`config.mk`:
```
export PLATFORM = sky130hd
export DESIGN_NAME = psc_power_ctl
export DESIGN_NICKNAME = d
export VERILOG_FILES = /design/src/psc_pkg.sv /design/src/psc_power_ctl.sv
export VERILOG_INCLUDE_DIRS = /design/src /design/src/src
export SDC_FILE = /design/constraint.sdc
export NUM_CORES = 1
export LEC_CHECK = 0
export BUFFER_PORTS_ARGS = -buffer_cell sky130_fd_sc_hd__buf_4
export CORE_AREA = 8 8 82 84
export CTS_CLUSTER_DIAMETER = 50
export DETAILED_ROUTE_END_ITERATION = 8
export DIE_AREA = 0 0 90 92
export MAX_ROUTING_LAYER = met4
export PLACE_DENSITY = 0.78
export SKIP_LAST_GASP = 1
export SYNTH_ARGS = -nofsm -noshare
export SYNTH_HDL_FRONTEND = slang
export SYNTH_SLANG_ARGS = --single-unit
```
`constraint.sdc`:
```
create_clock -name sys_clk_i -period 1.9 [get_ports sys_clk_i]
set_input_delay 0.19 -clock sys_clk_i [delete_from_list [all_inputs] [get_ports sys_clk_i]]
set_output_delay 0.19 -clock sys_clk_i [all_outputs]
set_load 0.01 [all_outputs]
```
`src/psc_regs.svh`:
```
`ifndef PSC_REGS_SVH
`define PSC_REGS_SVH

// Control word field and pin constants
`define PSC_CON_SIDL_BIT 13
`define PSC_OD_DIR       2'h3
`define PSC_BIT_FIRST    4'h0
`define PSC_BIT_ACK      4'h8
`define PSC_ADDR_LAST    4'h7
`define PSC_SHIFT_RST    8'h00
`define PSC_PIN_LOW      1'b0

`endif

```
`src/psc_pkg.sv`:
```
package psc_pkg;

    // One bit for each wire of the two-wire bus
    typedef struct packed {
        logic scl;
        logic sda;
    } psc_pins_type;

    typedef enum logic [2:0] {
        M_IDLE,
        M_START,
        M_LOW,
        M_HIGH,
        M_STOP,
        M_STOPH
    } psc_mst_state_type;

    typedef enum logic [1:0] {
        S_IDLE,
        S_ADDR,
        S_ACK,
        S_WAIT
    } psc_slv_state_type;

endpackage

```
`src/psc_power_ctl.sv`:
```
`timescale 1ns/1ps
`include "psc_regs.svh"
// Contract
// Sleep stops module clocks and bit-rate generator
// Sleep mid-transfer abandons the master transfer
// Software delays sleep until transfers finish
// Sleep entry and exit keep register values
// Slave keeps running from external serial clock
// Sleep slave interrupt only on address match
// Software avoids sleep during slave transmission
// Idle keeps clocks; stopping module gates itself
// Control bit 13 selects stop in idle
// Stop in idle acts as sleep, resets machines
// Any reset disables module, ends all messages
// Active bus function overrides pin direction bits
// Clock and data pins are open drain
// Wake after abort: master idle, generator reloaded
module psc_power_ctl
    import psc_pkg::*;
#(
    parameter int BRG_W = 12
)
(
    input  wire logic               sys_clk_i,
    input  wire logic               reset_n_i,
    input  wire logic               module_enable_i,
    input  wire logic               sleep_i,
    input  wire logic               idle_i,
    input  wire logic [15:0]        bus_control_register_i,
    input  wire logic [BRG_W-1:0]   mst_brg_reload_i,
    input  wire logic               mst_start_i,
    input  wire logic [7:0]         mst_data_i,
    input  wire logic [6:0]         slave_addr_i,
    input  wire logic               slave_irq_en_i,
    input  wire logic [1:0]         pin_direction_bits_i,
    input  wire psc_pins_type       pins_in_i,
    output psc_pins_type            pins_out_o,
    output psc_pins_type            pins_oe_o,
    output logic [1:0]              pin_dir_o,
    output logic                    mst_busy_o,
    output logic                    mst_done_o,
    output logic                    mst_abort_o,
    output logic                    mst_nack_o,
    output logic                    slave_irq_o,
    output logic                    wake_o
);

    //--------------------------------------------------------------
    // Pin synchronisers and bus event detection
    //--------------------------------------------------------------
    psc_pins_type      pins_s1_q;
    psc_pins_type      pins_s2_q;
    psc_pins_type      pins_prev_q;
    logic              scl_rise;
    logic              scl_fall;
    logic              start_det;
    logic              stop_det;

    // Bus wires are asynchronous; two stages before any logic looks
    always_ff @(posedge sys_clk_i or negedge reset_n_i)
    begin
        if (!reset_n_i)
        begin
            pins_s1_q   <= '1;
            pins_s2_q   <= '1;
            pins_prev_q <= '1;
        end
        else
        begin
            pins_s1_q   <= pins_in_i;
            pins_s2_q   <= pins_s1_q;
            pins_prev_q <= pins_s2_q;
        end
    end

    // Edges of the serial clock and start/stop framing
    assign scl_rise  = pins_s2_q.scl & ~pins_prev_q.scl;
    assign scl_fall  = ~pins_s2_q.scl & pins_prev_q.scl;
    assign start_det = pins_s2_q.scl & pins_prev_q.scl & pins_prev_q.sda & ~pins_s2_q.sda;
    assign stop_det  = pins_s2_q.scl & pins_prev_q.scl & ~pins_prev_q.sda & pins_s2_q.sda;

    //--------------------------------------------------------------
    // Enable and power state
    //--------------------------------------------------------------
    logic              module_on_q;
    logic              idle_stop;
    logic              mst_run;
    logic              idle_stop_prev_q;
    logic              idle_stop_entry;

    // Reset always leaves the module off until software enables it
    always_ff @(posedge sys_clk_i or negedge reset_n_i)
    begin
        if (!reset_n_i)
            module_on_q <= 1'b0;
        else
            module_on_q <= module_enable_i;
    end

    // Idle only stops the module when the select bit asks for it
    assign idle_stop = idle_i & bus_control_register_i[`PSC_CON_SIDL_BIT];
    // Master side and generator only advance while their clock would run
    assign mst_run   = module_on_q & ~sleep_i & ~idle_stop;

    always_ff @(posedge sys_clk_i or negedge reset_n_i)
    begin
        if (!reset_n_i)
            idle_stop_prev_q <= 1'b0;
        else
            idle_stop_prev_q <= idle_stop;
    end

    assign idle_stop_entry = idle_stop & ~idle_stop_prev_q;

    //--------------------------------------------------------------
    // Master: bit-rate generator and transfer sequencer
    //--------------------------------------------------------------
    psc_mst_state_type mst_state_q;
    logic [BRG_W-1:0]  brg_q;
    logic              brg_tick;
    logic [3:0]        bit_cnt_q;
    logic [7:0]        mst_sh_q;
    logic              mst_scl_low_q;
    logic              mst_sda_low_q;
    logic              mst_done_q;
    logic              mst_abort_q;
    logic              mst_nack_q;

    // Generator halts at its reload value whenever the master is stopped
    always_ff @(posedge sys_clk_i or negedge reset_n_i)
    begin
        if (!reset_n_i)
            brg_q <= '0;
        else if (!mst_run || mst_state_q == M_IDLE || brg_q == '0)
            brg_q <= mst_brg_reload_i;
        else
            brg_q <= brg_q - 1'b1;
    end

    assign brg_tick = mst_run && mst_state_q != M_IDLE && brg_q == '0;

    // Losing the clock mid-transfer drops the transfer; no resume exists
    always_ff @(posedge sys_clk_i or negedge reset_n_i)
    begin
        if (!reset_n_i)
        begin
            mst_state_q   <= M_IDLE;
            bit_cnt_q     <= `PSC_BIT_FIRST;
            mst_sh_q      <= `PSC_SHIFT_RST;
            mst_scl_low_q <= 1'b0;
            mst_sda_low_q <= 1'b0;
            mst_done_q    <= 1'b0;
            mst_abort_q   <= 1'b0;
        end
        else
        begin
            mst_done_q  <= 1'b0;
            mst_abort_q <= 1'b0;
            if (!mst_run)
            begin
                mst_abort_q   <= mst_state_q != M_IDLE;
                mst_state_q   <= M_IDLE;
                mst_scl_low_q <= 1'b0;
                mst_sda_low_q <= 1'b0;
            end
            else
            begin
                unique case (mst_state_q)
                    M_IDLE:
                    begin
                        if (mst_start_i)
                        begin
                            mst_sh_q      <= mst_data_i;
                            bit_cnt_q     <= `PSC_BIT_FIRST;
                            mst_sda_low_q <= 1'b1;
                            mst_state_q   <= M_START;
                        end
                    end
                    M_START:
                    begin
                        if (brg_tick)
                        begin
                            mst_scl_low_q <= 1'b1;
                            mst_sda_low_q <= ~mst_sh_q[7];
                            mst_state_q   <= M_LOW;
                        end
                    end
                    M_LOW:
                    begin
                        if (brg_tick)
                        begin
                            mst_scl_low_q <= 1'b0;
                            mst_state_q   <= M_HIGH;
                        end
                    end
                    M_HIGH:
                    begin
                        if (brg_tick)
                        begin
                            mst_scl_low_q <= 1'b1;
                            if (bit_cnt_q == `PSC_BIT_ACK)
                            begin
                                mst_sda_low_q <= 1'b1;
                                mst_state_q   <= M_STOP;
                            end
                            else
                            begin
                                bit_cnt_q     <= bit_cnt_q + 1'b1;
                                mst_sh_q      <= {mst_sh_q[6:0], 1'b0};
                                mst_sda_low_q <= (bit_cnt_q == `PSC_ADDR_LAST) ? 1'b0 : ~mst_sh_q[6];
                                mst_state_q   <= M_LOW;
                            end
                        end
                    end
                    M_STOP:
                    begin
                        if (brg_tick)
                        begin
                            mst_scl_low_q <= 1'b0;
                            mst_state_q   <= M_STOPH;
                        end
                    end
                    M_STOPH:
                    begin
                        if (brg_tick)
                        begin
                            mst_sda_low_q <= 1'b0;
                            mst_done_q    <= 1'b1;
                            mst_state_q   <= M_IDLE;
                        end
                    end
                endcase
            end
        end
    end

    // Acknowledge result is only touched by a running master
    always_ff @(posedge sys_clk_i or negedge reset_n_i)
    begin
        if (!reset_n_i)
            mst_nack_q <= 1'b0;
        else if (brg_tick && mst_state_q == M_HIGH && bit_cnt_q == `PSC_BIT_ACK)
            mst_nack_q <= pins_s2_q.sda;
    end

    //--------------------------------------------------------------
    // Slave: address match, runs on bus clock edges even in sleep
    //--------------------------------------------------------------
    psc_slv_state_type slv_state_q;
    logic [3:0]        slv_cnt_q;
    logic [7:0]        slv_sh_q;
    logic              slv_ack_q;
    logic              slv_match;
    logic              slv_irq_q;
    logic              wake_q;

    assign slv_match = slv_state_q == S_ADDR && scl_rise && slv_cnt_q == `PSC_ADDR_LAST
                       && slv_sh_q[6:0] == slave_addr_i;

    // Sleep does not gate this machine; the external master's clock drives it
    always_ff @(posedge sys_clk_i or negedge reset_n_i)
    begin
        if (!reset_n_i)
        begin
            slv_state_q <= S_IDLE;
            slv_cnt_q   <= `PSC_BIT_FIRST;
            slv_sh_q    <= `PSC_SHIFT_RST;
            slv_ack_q   <= 1'b0;
        end
        else if (!module_on_q || idle_stop_entry || stop_det)
        begin
            slv_state_q <= S_IDLE;
            slv_ack_q   <= 1'b0;
        end
        else if (start_det)
        begin
            slv_state_q <= S_ADDR;
            slv_cnt_q   <= `PSC_BIT_FIRST;
            slv_ack_q   <= 1'b0;
        end
        else
        begin
            unique case (slv_state_q)
                S_IDLE: ;
                S_ADDR:
                begin
                    if (scl_rise)
                    begin
                        slv_sh_q  <= {slv_sh_q[6:0], pins_s2_q.sda};
                        slv_cnt_q <= slv_cnt_q + 1'b1;
                        if (slv_cnt_q == `PSC_ADDR_LAST)
                            slv_state_q <= slv_match ? S_ACK : S_WAIT;
                    end
                end
                S_ACK:
                begin
                    if (scl_fall)
                    begin
                        slv_ack_q <= ~slv_ack_q;
                        if (slv_ack_q)
                            slv_state_q <= S_WAIT;
                    end
                end
                S_WAIT: ;
            endcase
        end
    end

    // Address match is the slave's only interrupt; wake needs it enabled
    always_ff @(posedge sys_clk_i or negedge reset_n_i)
    begin
        if (!reset_n_i)
        begin
            slv_irq_q <= 1'b0;
            wake_q    <= 1'b0;
        end
        else
        begin
            slv_irq_q <= slv_match && module_on_q;
            wake_q    <= slv_match && module_on_q && slave_irq_en_i && (sleep_i || idle_stop);
        end
    end

    //--------------------------------------------------------------
    // Pin drive
    //--------------------------------------------------------------
    // Open drain: the data value is always low, only the enable moves
    assign pins_out_o    = '{scl: `PSC_PIN_LOW, sda: `PSC_PIN_LOW};
    // One driver for the whole enable struct keeps it a single continuous assignment
    assign pins_oe_o     = '{scl: module_on_q & mst_scl_low_q,
                             sda: module_on_q & (mst_sda_low_q | slv_ack_q)};
    // General-purpose direction only applies while the bus function is off
    assign pin_dir_o     = module_on_q ? `PSC_OD_DIR : pin_direction_bits_i;

    assign mst_busy_o  = mst_state_q != M_IDLE;
    assign mst_done_o  = mst_done_q;
    assign mst_abort_o = mst_abort_q;
    assign mst_nack_o  = mst_nack_q;
    assign slave_irq_o = slv_irq_q;
    assign wake_o      = wake_q;

    //--------------------------------------------------------------
    // Assertions
    //--------------------------------------------------------------
    sleep_halt_a: assert property (
        @(posedge sys_clk_i) disable iff (!reset_n_i)
        sleep_i |=> mst_state_q == M_IDLE && brg_q == $past(mst_brg_reload_i))
        else $error("master or generator ran during sleep");

    abort_pulse_a: assert property (
        @(posedge sys_clk_i) disable iff (!reset_n_i)
        (!mst_run && mst_state_q != M_IDLE) |=> mst_abort_o ##1 !mst_abort_o)
        else $error("transfer stop without single abort pulse");

    nack_keep_a: assert property (
        @(posedge sys_clk_i) disable iff (!reset_n_i)
        (sleep_i && $past(sleep_i)) |-> $stable(mst_nack_o))
        else $error("state changed across sleep");

    slave_sleep_a: assert property (
        @(posedge sys_clk_i) disable iff (!reset_n_i)
        (sleep_i && module_on_q && start_det && !stop_det) |=> slv_state_q == S_ADDR)
        else $error("slave did not follow bus in sleep");

    wake_cause_a: assert property (
        @(posedge sys_clk_i) disable iff (!reset_n_i)
        wake_o |-> $past(slv_match) && $past(slave_irq_en_i) && slave_irq_o)
        else $error("wake without enabled address match");

    idle_select_a: assert property (
        @(posedge sys_clk_i) disable iff (!reset_n_i)
        (module_on_q && !sleep_i) |-> mst_run == !(idle_i && bus_control_register_i[`PSC_CON_SIDL_BIT]))
        else $error("idle select bit not honoured");

    idle_reset_a: assert property (
        @(posedge sys_clk_i) disable iff (!reset_n_i)
        idle_stop_entry |=> slv_state_q == S_IDLE && mst_state_q == M_IDLE)
        else $error("machines not reset on idle stop");

    reset_off_a: assert property (
        @(posedge sys_clk_i) disable iff (!reset_n_i)
        !module_on_q |-> !pins_oe_o.scl && !pins_oe_o.sda)
        else $error("disabled module drives the bus");

    dir_override_a: assert property (
        @(posedge sys_clk_i) disable iff (!reset_n_i)
        module_on_q |-> pin_dir_o == `PSC_OD_DIR)
        else $error("direction bits not overridden");

    open_drain_a: assert property (
        @(posedge sys_clk_i) disable iff (!reset_n_i)
        pins_out_o == '0)
        else $error("pin driven high");

endmodule

```
==> flow_summary.yaml <==
timing:
  finalSetupViolations: 0
  hold_viol: 0
  grt_setup_unrepaired: "no"
  maxSlewViolCount: 0
  fin_setup_tns_ns: 0
  fin_crit_sh: 0.935
  period_minus_slack_ns: 1.78
  finalClockSkew_ns: 0.0112
  whs_ns: 0.100
  max_slew_margin: 0.535
  tightest_slew_ns: 0.697
  fmax_mhz: 563
pwr:
  leakage_nw: 1.60
  p_int_mw: 1.71
  sw_frac_of_total: 0.251
  p_switching_mw: 0.574
  power_density_nw_per_um2: 653
  pwr-share-clk: 0.295
  sequentialPowerShare: 0.578
  vdd_drop_max_mv: 0.406
  combPwrFrac: 0.127
critical_path:
  arrival_ns: 1.98
  r2r_cells: 4
  cp-startpoint: "brg_q[3]$_DFF_PN0_"
  r2r_start: "brg_q[3]$_DFF_PN0_"
  timing.critical_path.required_ns: 2.11
  critPathLaunchType: "register"
  criticalPathCategory: "reg2reg"
  setup.worst_path.end_class: "register"
  cp_max_fo: 4
clock_tree:
  cts-root-buf: "clkbuf_8"
  cts.sinks: 56
  clk_pin_slew_ns: 0.10
  cts_made_buffers: 5
  clk_latency_ns: 0.31
  cts_tree: "yes"
  htreeDepth: 2
  clock_path_buffers: 2
synth:
  synth_area_leaders: "dfrtp_1 44%, dfstp_2 5.5%, nor2_1 4.7%, xnor2_1 4.3%, mux2_2 3.6%"
  synth_top_cell_area_share: 0.440
  synth_area_um2: 2850
  synth.most_common_cell: "dfrtp_1"
  synth_area_per_cell_um2: 10.4
  yosys_warnings: 0
  ys_seq_area_frac: 0.495
  synth_edf_count: 0
  async_reset_ff_frac: 1.00
  synthTopCellsByCount: "50 x dfrtp_1, 36 x nor2_1, 18 x a21oi_1"
  synth_top_cell_by_area: "dfrtp_1"
  yosysUniqueCellTypes: 52
  synth-seq-cells: 56
  synth_cells: 274
  synth_top_flop_cell: "dfrtp_1"
route:
  wire_per_inst_um: 14.3
  ant_nets: 0
  avgViaCountPerCell: 5.31
  dr.pass1.iters: 4
  vias: 2188
  routed_wl_um: 5900
  drc: 0
  drt_iter0_markers: 85
floorplanning:
  die_height_um: 92
  core-area_um2: 5410
  die_w_um: 90
  dieArea_um2: 8280
  rows: 27
  io_pins: 66
  start_util: 0.527
placement:
  placed_area_um2: 3350
  post-dp-hpwl_um: 4420
  port-buffer-count: 48
  routabilityCongestion: 0.852
global_route:
  grt_pass1_wl_um: 10100
  grt_use_total: 0.152
  grt_max_degree: 57
  grt_pass1_vias: 2202
  antenna_found_initial: 0
  globalRouteOverflowTotal: 0
job:
  max-cap-violations: 0
worst_hold_path:
  min_path_cells: 3
  min_path_type: "in2reg"
  holdCritStartpoint: "mst_data_i[0]"
finish:
  antenna_cells: 0
  drive_gt1_frac: 0.321
  fin_nets: 398
  area_growth_pct: 23.1
  postLayoutCellArea_um2: 3500
status:
  outcome: "finished, final reports clean"
-- stage by stage --
stage          instances   util  power, mW  setup slack (ns)
6_report             412  0.648       2.29             0.124
5_1_grt              412  0.648       2.41            0.0336
4_1_cts              411  0.646       2.31            0.0264
3_5_place_dp         399  0.621       1.63            0.0126
3_3_place_gp         399  0.621       1.62            0.0557
2_1_floorplan        275      -       1.49             0.177
-- registers in the layout (all words and copies together), names as in the netlist, 2 cells and up --
signal and cells:
mst_state_q 3, pins_s2_q 2, slv_sh_q 7, pins_s1_q 2, slv_state_q 2, slv_cnt_q 4
bit_cnt_q 4, brg_q 12, pins_prev_q 2, mst_sh_q 8
-- worst max-delay path: stages (launching register included) --
cell and delay, ns:
dfrtp_1 0.45, nor4_4 0.36, nand4_4 0.17, nor4_1 0.33, mux2_2 0.36
-- worst paths after layout --
| check | to | slack, ns |
|---|---|---|
| max | mst_nack_o$_DFFE_PN0P_ | 0.12 |
| min | mst_sh_q[0]$_DFFE_PN0P_ | 0.10 |
| max reg2reg | mst_nack_o$_DFFE_PN0P_ | 0.12 |
| min reg2reg | pins_s2_q[1]$_DFF_PN1_ | 0.35 |
| max in group asynchronous | mst_state_q[2]$_DFFE_PN0P_ | 0.98 |
| min in group asynchronous | slv_sh_q[6]$_DFFE_PN0P_ | 0.45 |
-- metal layers --
layer  wire length [µm]  up-vias  GRT usage
met5                  0        -          -
met4                148        0     0.0680
met3                274       12     0.0285
met2               2930       62      0.250
met1               2550     1031      0.178
li1                   -     1083          -
-- final cells by class --
type	count	area, µm²
well taps	72	90.1
clock buffers	7	86.3
multi-input cells	197	1340
clock inverters	1	7.51
inverters	10	37.5
fillers	452	1900
flip-flops and latches	56	1410
repair buffers	69	536
-- kinds of logic (layout without fill, tap and decap cells) --
logic type                 count (synthesis)  after routing  share of synthesized area
DFF                                       56             56                      0.495
AOI/OAI and AO/OA                         59             59                      0.138
other                                      1              2                    0.00132
xor gates and xnor gates                  18             18                     0.0554
and+or+nand+nor                           98             98                      0.195
buffers and inverters                     22             87                     0.0365
adders and majority gates                  5              5                     0.0220
muxes                                     15             15                     0.0567
-- cells in the final DEF, fill, tap and decap left out, types with 2 or more instances in the layout --
cell type      synthesis  layout
and2_1                 2       2
nor2_1                36      36
or4_4                  2       2
nor3_2                 2       2
nor3_1                 5       5
a21oi_2                7       7
o21a_1                 2       2
nor4_1                 3       3
buf_4                  4      64
dfrtp_1               50      50
xor2_1                 4       4
nand4_1                2       2
and3b_1                2       2
nor2b_1                2       2
dfstp_2                6       6
mux2i_1                6       6
ha_1                   5       5
o21ai_0               15      15
clkbuf_8               0       6
or2_2                  2       2
nor3b_1                2       2
a211oi_1               2       2
a21oi_1               18      18
nand2_1               17      17
mux2_2                 9       9
dlygate4sd3_1          0       4
o31ai_1                3       3
conb_1                 1       2
o211ai_1               2       2
xnor2_1               14      14
nor4_4                 2       2
nand3_1               10      10
inv_1                 10      10
-- power by group through the flow --
stage | registers, mW | clock network (mW) | logic (mW)
6_report | 1.32 | 0.675 | 0.290
5_1_grt | 1.33 | 0.753 | 0.326
4_1_cts | 1.32 | 0.691 | 0.294
3_5_place_dp | 1.35 | 0 | 0.285
3_3_place_gp | 1.34 | 0 | 0.276
2_1_floorplan | 1.34 | 0 | 0.156
-- what timing repair did --
action / CTS / global route
gates cloned: 0 / 0
endpoints found under the setup margin: 1 / 13
hold endpoints to repair: 53 / 0
buffers inserted: 0 / 1
gates resized for setup: 1 / 1
hold buffers: 4 / 0
pin swaps: 0 / 2
Power figures use the tool's default switching activity.
